[config.mk]
export PLATFORM = sky130hd
export DESIGN_NAME = act_conv_ctrl
export DESIGN_NICKNAME = d
export VERILOG_FILES = /design/src/verilog/act_none_placeholder_unused.sv /design/src/verilog/act_pkg.sv /design/src/verilog/act_conv_ctrl.sv
export SDC_FILE = /design/constraint.sdc
export NUM_CORES = 1
export LEC_CHECK = 0
export BUFFER_PORTS_ARGS = -buffer_cell sky130_fd_sc_hd__buf_4
export CORE_MARGIN = 2
export CORE_UTILIZATION = 40
export DETAILED_ROUTE_END_ITERATION = 6
export SYNTH_ARGS = -nofsm -noshare
export SYNTH_HDL_FRONTEND = slang
export SYNTH_SLANG_ARGS = --single-unit
[constraint.sdc]
create_clock -name I_CLK -period 5.2 [get_ports I_CLK]
set_input_delay 0.52 -clock I_CLK [delete_from_list [all_inputs] [get_ports I_CLK]]
set_output_delay 0.52 -clock I_CLK [all_outputs]
set_load 0.02 [all_outputs]
[src/verilog/act_none_placeholder_unused.sv]
`timescale 1ns/1ps
`default_nettype none
`default_nettype wire

[src/verilog/act_pkg.sv]
`default_nettype none
package act_pkg;
  localparam int unsigned CLK_PERIOD_NS = 25;
  // Start-up allowance of the dedicated oscillator
  localparam int unsigned ASYNC_START_US = 5;
  localparam int unsigned ASYNC_START_CYC = (ASYNC_START_US * 1000) / CLK_PERIOD_NS;
  localparam int unsigned WARM_BUS_CYC = 3;
  localparam int unsigned SYNC_CONVERTER_CLOCK = 2;
  // 3.5 and 23.5 cycle windows, rounded up to whole converter clocks
  localparam int unsigned SAMPLE_SHORT = 4;
  localparam int unsigned SAMPLE_LONG = 24;
  localparam int unsigned T8S_FIRST = 18;
  localparam int unsigned T8S_NEXT = 16;
  localparam int unsigned T8L_FIRST = 38;
  localparam int unsigned T8L_NEXT = 36;
  localparam int unsigned T10S_FIRST = 21;
  localparam int unsigned T10S_NEXT = 19;
  localparam int unsigned T10L_FIRST = 41;
  localparam int unsigned T10L_NEXT = 39;
  localparam int unsigned STEPS_8 = 9;
  localparam int unsigned STEPS_10 = 11;
  localparam logic [4:0] CHAN_OFF = 5'h1F;
  localparam logic [9:0] RESULT_RESET = 10'h000;
  localparam logic [4:0] CHAN_RESET = 5'h1F;
  localparam logic [1:0] DIV_RESET = 2'h0;
  typedef enum logic [2:0] {
    ST_IDLE = 3'b001,
    ST_WARM = 3'b010,
    ST_RUN = 3'b100
  } act_state_t;
endpackage
`default_nettype wire

[src/verilog/act_conv_ctrl.sv]
`timescale 1ns/1ps
`default_nettype none
// Behaviour
// - Status/control write aborts; restarts unless channel field is all ones or stop with async clock disabled is aborting.
// - Any clock configuration write aborts the running conversion.
// - Reset aborts and returns both result registers to reset values.
// - Stop entry with async clock disabled aborts the conversion.
// - Non-reset aborts leave the last completed result untouched.
// - Abort or reset drops converter power immediately, combinationally.
// - 8-bit short sample: 18 clocks plus 3 bus first, 16 later.
// - 8-bit long sample: 38 clocks plus 3 bus first, 36 later.
// - 10-bit short sample: 21 clocks plus 3 bus first, 19 later.
// - 10-bit long sample: 41 clocks plus 3 bus first, 39 later.
// - Async clock adds up to 5 us start-up to first conversion.
// - Sample window 3.5 converter clocks, or 23.5 with long sample; held as 4 or 24 whole clocks.
// - Clock source from select and async enable; ratio from divide field.
// - Approximation rounded to 8 or 10 bits, 1024 steps at 10 bits.
// - Completion loads results, sets done flag, interrupt if enabled.
// - Continuous mode starts the next conversion right after completion.
// - Divide field selects divide by 1, 2, 4 or 8.
// - Without async clock: bus clock if select high, else alternate clock.
module act_conv_ctrl (
  input wire logic I_CLK, // Bus clock
  input wire logic I_RST_N, // Async reset, active low
  input wire logic I_CE, // Clock enable
  input wire logic I_SC_WR, // Status/control write strobe
  input wire logic [4:0] I_SC_CHAN, // Channel select field
  input wire logic I_SC_CONT, // Continuous select
  input wire logic I_SC_IEN, // Done interrupt enable
  input wire logic I_CLK_WR, // Clock config write strobe
  input wire logic [1:0] I_CLK_DIV, // Clock divide field
  input wire logic I_CLK_ISEL, // Input clock select
  input wire logic I_CLK_AEN, // Async clock enable
  input wire logic I_CLK_LONG, // Long sample select
  input wire logic I_CLK_MODE10, // 10-bit mode
  input wire logic I_STOP, // Stop mode level
  input wire logic I_ALT_TICK, // Alternate clock tick
  input wire logic I_ASYNC_TICK, // Dedicated clock tick
  input wire logic I_CMP_HIGH, // Input at or above trial level
  input wire logic I_LOW_RD, // Result low read strobe
  output logic [10:0] O_DAC_TRIAL, // Trial code to the array
  output logic O_SAMPLE, // Sampling window
  output logic O_CONV_POWER, // Analog clocks and references on
  output logic [4:0] O_CHAN, // Selected channel
  output logic [1:0] O_RESULT_HIGH, // Result high bits
  output logic [7:0] O_RESULT_LOW, // Result low byte
  output logic O_DONE, // Conversion done flag
  output logic O_DONE_IRQ // Done interrupt request
);
  function automatic logic [5:0] conv_total(input logic m10, input logic lng, input logic fst);
    int unsigned t;
    t = m10 ? (lng ? (fst ? act_pkg::T10L_FIRST : act_pkg::T10L_NEXT)
                   : (fst ? act_pkg::T10S_FIRST : act_pkg::T10S_NEXT))
            : (lng ? (fst ? act_pkg::T8L_FIRST : act_pkg::T8L_NEXT)
                   : (fst ? act_pkg::T8S_FIRST : act_pkg::T8S_NEXT));
    return t[5:0];
  endfunction

  function automatic logic [2:0] div_last(input logic [1:0] d);
    return 3'((4'h1 << d) - 4'h1);
  endfunction

  function automatic logic [9:0] round_res(input logic [10:0] s, input logic m10);
    logic [11:0] r10;
    logic [9:0] r8;
    r10 = {1'b0, s} + 12'h001;
    r8 = {1'b0, s[10:2]} + 10'h001;
    if (m10) begin
      return r10[11] ? 10'h3FF : r10[10:1];
    end
    return {2'h0, (r8[9] ? 8'hFF : r8[8:1])};
  endfunction

  act_pkg::act_state_t state_q;
  logic [4:0] chan_q;
  logic cont_q, ien_q;
  logic [1:0] div_q;
  logic isel_q, aen_q, long_q, mode10_q;
  logic [7:0] warm_cnt_q;
  logic [5:0] converter_clock_cnt_q;
  logic [2:0] div_cnt_q;
  logic first_q;
  logic [10:0] sar_q;
  logic [9:0] res_q;
  logic done_q;
  logic run, stop_abort, abort, start, src_tick, converter_clock_tick, done_tick, xfer, in_steps;
  logic [5:0] total, off, slen, nsteps, step;
  logic [7:0] warm_len;
  logic [3:0] bitpos;

  assign run = (state_q == act_pkg::ST_RUN);
  assign stop_abort = I_STOP & ~aen_q;
  assign abort = I_CE & (I_SC_WR | I_CLK_WR | stop_abort);
  assign start = I_CE & I_SC_WR & (I_SC_CHAN != act_pkg::CHAN_OFF) & ~stop_abort;
  // Async tick may stall for seconds; divider only ever counts real edges
  assign src_tick = aen_q ? I_ASYNC_TICK : (isel_q ? 1'b1 : I_ALT_TICK);
  assign converter_clock_tick = I_CE & run & src_tick & (div_cnt_q == div_last(div_q));
  assign total = conv_total(mode10_q, long_q, first_q);
  assign off = first_q ? 6'(act_pkg::SYNC_CONVERTER_CLOCK) : 6'h00;
  assign slen = long_q ? 6'(act_pkg::SAMPLE_LONG) : 6'(act_pkg::SAMPLE_SHORT);
  assign nsteps = mode10_q ? 6'(act_pkg::STEPS_10) : 6'(act_pkg::STEPS_8);
  assign step = converter_clock_cnt_q - off - slen;
  assign in_steps = run & (converter_clock_cnt_q >= off + slen) & (step < nsteps);
  assign bitpos = 4'h0A - step[3:0];
  assign done_tick = converter_clock_tick & (converter_clock_cnt_q == total - 6'h01);
  assign xfer = done_tick & ~abort;
  assign warm_len = 8'(act_pkg::WARM_BUS_CYC) + (aen_q ? 8'(act_pkg::ASYNC_START_CYC) : 8'h00);

  assign O_SAMPLE = run & (converter_clock_cnt_q >= off) & (converter_clock_cnt_q < off + slen);
  assign O_DAC_TRIAL = in_steps ? (sar_q | (11'h001 << bitpos)) : sar_q;
  // Drops in the abort cycle itself, ahead of the state register
  assign O_CONV_POWER = (state_q != act_pkg::ST_IDLE) & ~abort;
  assign O_CHAN = chan_q;
  assign O_RESULT_HIGH = res_q[9:8];
  assign O_RESULT_LOW = res_q[7:0];
  assign O_DONE = done_q;
  assign O_DONE_IRQ = done_q & ien_q;

  always_ff @(posedge I_CLK or negedge I_RST_N) begin
    if (!I_RST_N) begin
      chan_q <= act_pkg::CHAN_RESET;
      cont_q <= 1'b0;
      ien_q <= 1'b0;
    end else if (I_CE && I_SC_WR) begin
      chan_q <= I_SC_CHAN;
      cont_q <= I_SC_CONT;
      ien_q <= I_SC_IEN;
    end
  end

  always_ff @(posedge I_CLK or negedge I_RST_N) begin
    if (!I_RST_N) begin
      div_q <= act_pkg::DIV_RESET;
      isel_q <= 1'b0;
      aen_q <= 1'b0;
      long_q <= 1'b0;
      mode10_q <= 1'b0;
    end else if (I_CE && I_CLK_WR) begin
      div_q <= I_CLK_DIV;
      isel_q <= I_CLK_ISEL;
      aen_q <= I_CLK_AEN;
      long_q <= I_CLK_LONG;
      mode10_q <= I_CLK_MODE10;
    end
  end

  always_ff @(posedge I_CLK or negedge I_RST_N) begin
    if (!I_RST_N) begin
      div_cnt_q <= 3'h0;
    end else if (I_CE) begin
      if (abort || !run) begin
        div_cnt_q <= 3'h0;
      end else if (src_tick) begin
        div_cnt_q <= (div_cnt_q == div_last(div_q)) ? 3'h0 : div_cnt_q + 3'h1;
      end
    end
  end

  always_ff @(posedge I_CLK or negedge I_RST_N) begin
    if (!I_RST_N) begin
      state_q <= act_pkg::ST_IDLE;
      warm_cnt_q <= 8'h00;
      converter_clock_cnt_q <= 6'h00;
      first_q <= 1'b1;
    end else if (I_CE) begin
      if (abort) begin
        state_q <= start ? act_pkg::ST_WARM : act_pkg::ST_IDLE;
        warm_cnt_q <= 8'h00;
        converter_clock_cnt_q <= 6'h00;
        first_q <= 1'b1;
      end else begin
        unique case (state_q)
          act_pkg::ST_IDLE: begin
          end
          act_pkg::ST_WARM: begin
            if (warm_cnt_q == warm_len - 8'h01) begin
              state_q <= act_pkg::ST_RUN;
              converter_clock_cnt_q <= 6'h00;
            end else begin
              warm_cnt_q <= warm_cnt_q + 8'h01;
            end
          end
          act_pkg::ST_RUN: begin
            if (done_tick) begin
              converter_clock_cnt_q <= 6'h00;
              first_q <= 1'b0;
              state_q <= cont_q ? act_pkg::ST_RUN : act_pkg::ST_IDLE;
            end else if (converter_clock_tick) begin
              converter_clock_cnt_q <= converter_clock_cnt_q + 6'h01;
            end
          end
          default: state_q <= act_pkg::ST_IDLE;
        endcase
      end
    end
  end

  always_ff @(posedge I_CLK or negedge I_RST_N) begin
    if (!I_RST_N) begin
      sar_q <= 11'h000;
    end else if (I_CE) begin
      if (abort || !run || done_tick) begin
        sar_q <= 11'h000;
      end else if (converter_clock_tick && in_steps) begin
        sar_q[bitpos] <= I_CMP_HIGH;
      end
    end
  end

  always_ff @(posedge I_CLK or negedge I_RST_N) begin
    if (!I_RST_N) begin
      res_q <= act_pkg::RESULT_RESET;
    end else if (xfer) begin
      res_q <= round_res(sar_q, mode10_q);
    end
  end

  // Set beats a low-read clear in the same cycle; a status write there aborts, so its clear wins
  always_ff @(posedge I_CLK or negedge I_RST_N) begin
    if (!I_RST_N) begin
      done_q <= 1'b0;
    end else if (xfer) begin
      done_q <= 1'b1;
    end else if (I_CE && (I_SC_WR || I_LOW_RD)) begin
      done_q <= 1'b0;
    end
  end

  // Assertion helper: converter clocks seen in the current conversion
  logic [5:0] ticks_q;
  always_ff @(posedge I_CLK or negedge I_RST_N) begin
    if (!I_RST_N) begin
      ticks_q <= 6'h00;
    end else if (I_CE) begin
      if (abort || !run || done_tick) begin
        ticks_q <= 6'h00;
      end else if (converter_clock_tick) begin
        ticks_q <= ticks_q + 6'h01;
      end
    end
  end
endmodule // act_conv_ctrl
`default_nettype wire

==> results.yml <==
run_status:
  status: "finished clean"
pwr:
  power_leakage_nw: 2.02
  total_power_uw: 946
  power_density_mw_per_mm2: 214
  ir_drop_v: 0.000166
yosys:
  synthesis.nets: 443
  postSynthAreaPerCell_um2: 9.65
  syn_inst: 400
  synthArstFlopShare: 1.00
  syn_area_mm2: 0.00386
  synth_edf_count: 0
  synth.distinct_cells: 63
  synth-seq-cells: 56
  ys_seq_area_frac: 0.365
  synthFlopType: "dfrtp_1"
  yosys_warnings: 0
sta:
  setup_tns_ns: 0
  slew_viol_final: 0
  finalHoldViolCount: 0
  relSlewSlack: 0.448
  tightest_slew_ns: 0.824
  fmax_mhz: 244
  finalSetupViolCount: 0
  skew_ns: 0.0163
  period_needed_ns: 4.09
  min_period_over_period: 0.787
  rsz0062_at_grt: "no"
global_route:
  grt_pass1_wl_mm: 14.9
  grt.total_usage: 0.178
  antenna_found_initial: 0
  grt-ovfl-total: 0
  grt_start_max_net_pins: 57
  grt_pass1_vias: 3029
clock_network:
  cts_max_path_buffers: 2
  cts_tree: "done"
  numCtsBuffers: 5
  numClockSinks: 56
  cts_resized: 0
  cts_setup_buffers: 0
  root_buffer: "clkbuf_8"
  cts_hold_buf: 0
  htree_levels: 2
  clk_pin_slew_ns: 0.12
  clk_latency_ns: 0.32
critical_path:
  criticalPathCategory: "flop to primary output"
  cp_data_arrival_time_ns: 3.57
  path_max_fanout: 13
  worstSetupStartpointType: "flop"
  end_kind: "primary output"
  worstPathRequired_ns: 4.68
routing:
  routedWlPerCell_um: 15.4
  vias: 3111
  drt_iter0_markers: 131
  drt_first_pass_iters: 4
  antenna_left: 0
  vias_per_cell: 5.43
  drc: 0
  routed_wl_mm: 8.84
die:
  coreArea_mm2: 0.00928
  start_util: 0.416
  rows: 35
  die_h_um: 102
  die_w_um: 102
  dieArea_mm2: 0.0104
  pin_count: 53
placed_design:
  dpl.hpwl_mm: 6.50
  gp_congestion: 0.811
  port_buffers: 52
finish:
  drive_gt1_frac: 0.230
  area_delta_synth_final_pct: 14.8
  nets: 486
  antennaDiodeCount: 0
job:
  max-cap-violations: 0
min_path:
  hold_class: "input pin to asynchronous set/reset pin"
[power by group]
group	internal [mW]	switching, mW	leakage, nW
Combinational	0.0896	0.114	1.23
Clock	0.0994	0.160	0.0463
Sequential	0.460	0.0227	0.739
[worst max-delay path, cell delays in order (launching register included)]
cell and delay (ns):
dfrtp_1 0.60, inv_1 0.20, ha_1 0.38, inv_1 0.06
ha_1 0.33, a21boi_0 0.15, or3_1 0.32, a21oi_1 0.18
nor4bb_1 0.32, buf_4 0.23, and2_1 0.20, a21o_1 0.15
buf_4 0.14
[per-stage QoR]
stage	hold WS [ns]	setup WS, ns	instance area, um^2	util	std cells
finish	0.259	1.11	4430	0.477	573
global route	0.309	0.904	4430	0.477	573
CTS	0.285	1.12	4430	0.477	573
detailed placement	0.491	1.49	4330	0.467	565
global placement	0.483	1.70	4330	0.467	565
floorplan	0.224	1.96	3860	-	400
[routing by layer]
layer	share of wire	global-route usage	up-vias
met5	0	0	-
met4	0.0062	0.0287	0
met3	0.043	0.0260	5
met1	0.50	0.259	1492
met2	0.45	0.288	76
li1	-	-	1538
[final timing paths]
check,end,startpoint,cells past startpoint,slack [ns]
min reg2reg,ien_q,ien_q,1,0.51
max in group asynchronous,sar_q[4],I_RST_N,1,4.45
max reg2reg,sar_q[9],mode10_q,8,1.81
max,O_DAC_TRIAL[9],long_q,12,1.11
min,sar_q[9],I_RST_N,1,0.26
min in group I_CLK,div_q[1],I_CLK_DIV[1],2,0.42
[flip-flops by register name, indices dropped and copies added, names as in the netlist]
register and flops:
O_DONE 1, aen_q 1, converter_clock_cnt_q 6, isel_q 1
first_q 1, div_q 2, sar_q 11, ien_q 1
mode10_q 1, state_q 3, cont_q 1, long_q 1
res_q 10, O_CHAN 5, div_cnt_q 3, warm_cnt_q 8
[final cells by class]
cell class / count / area, um^2
multi-input cells: 304 / 2280
fillers: 926 / 4850
clock inverters: 3 / 27.5
clock buffers: 5 / 68.8
well taps: 129 / 161
flip-flops and latches: 56 / 1410
inverters: 23 / 86.3
repair buffers: 53 / 398
[cells in the final DEF (no fill, tap or decap), types with 14 or more instances in the layout]
cell / instances
buf_4: 53
dfrtp_1: 49
ha_1: 20
inv_1: 23
mux2_2: 22
mux2i_1: 15
nand2_1: 26
nand3_1: 17
nor2_1: 24
o21ai_0: 15
xnor2_1: 17
xor2_1: 14
[synthesized netlist by cell type, types with 4 or more instances]
master,count,area [um^2]
nand3b_1,11,82.6
nand2_1,26,97.6
a21o_1,9,67.6
xor2_1,14,123
xnor2_1,17,149
and3_1,5,31.3
buf_2,8,40.0
and2_1,8,50.1
or3_1,6,37.5
clkbuf_1,7,26.3
a22oi_1,8,60.1
dfrtp_1,49,1230
a211oi_1,6,45.0
o21ai_0,15,75.1
o31ai_1,4,30.0
nand4_1,10,62.6
a21oi_1,9,45.0
mux2i_1,15,150
ha_1,20,250
nor2_1,24,90.1
nor3_1,8,40.0
dfstp_2,7,184
inv_1,23,86.3
nand3_1,17,85.1
mux2_2,22,248
a31oi_1,6,37.5
[cells by family after synthesis]
logic type	count (synthesis)	share of synthesized area
simple gates	136	0.196
compound gates	80	0.156
flops	56	0.365
buf+inv	40	0.0444
mux	37	0.103
xor+xnor	31	0.0704
fa+ha+maj	20	0.0649
No activity file was read; power rests on OpenSTA's default activity.
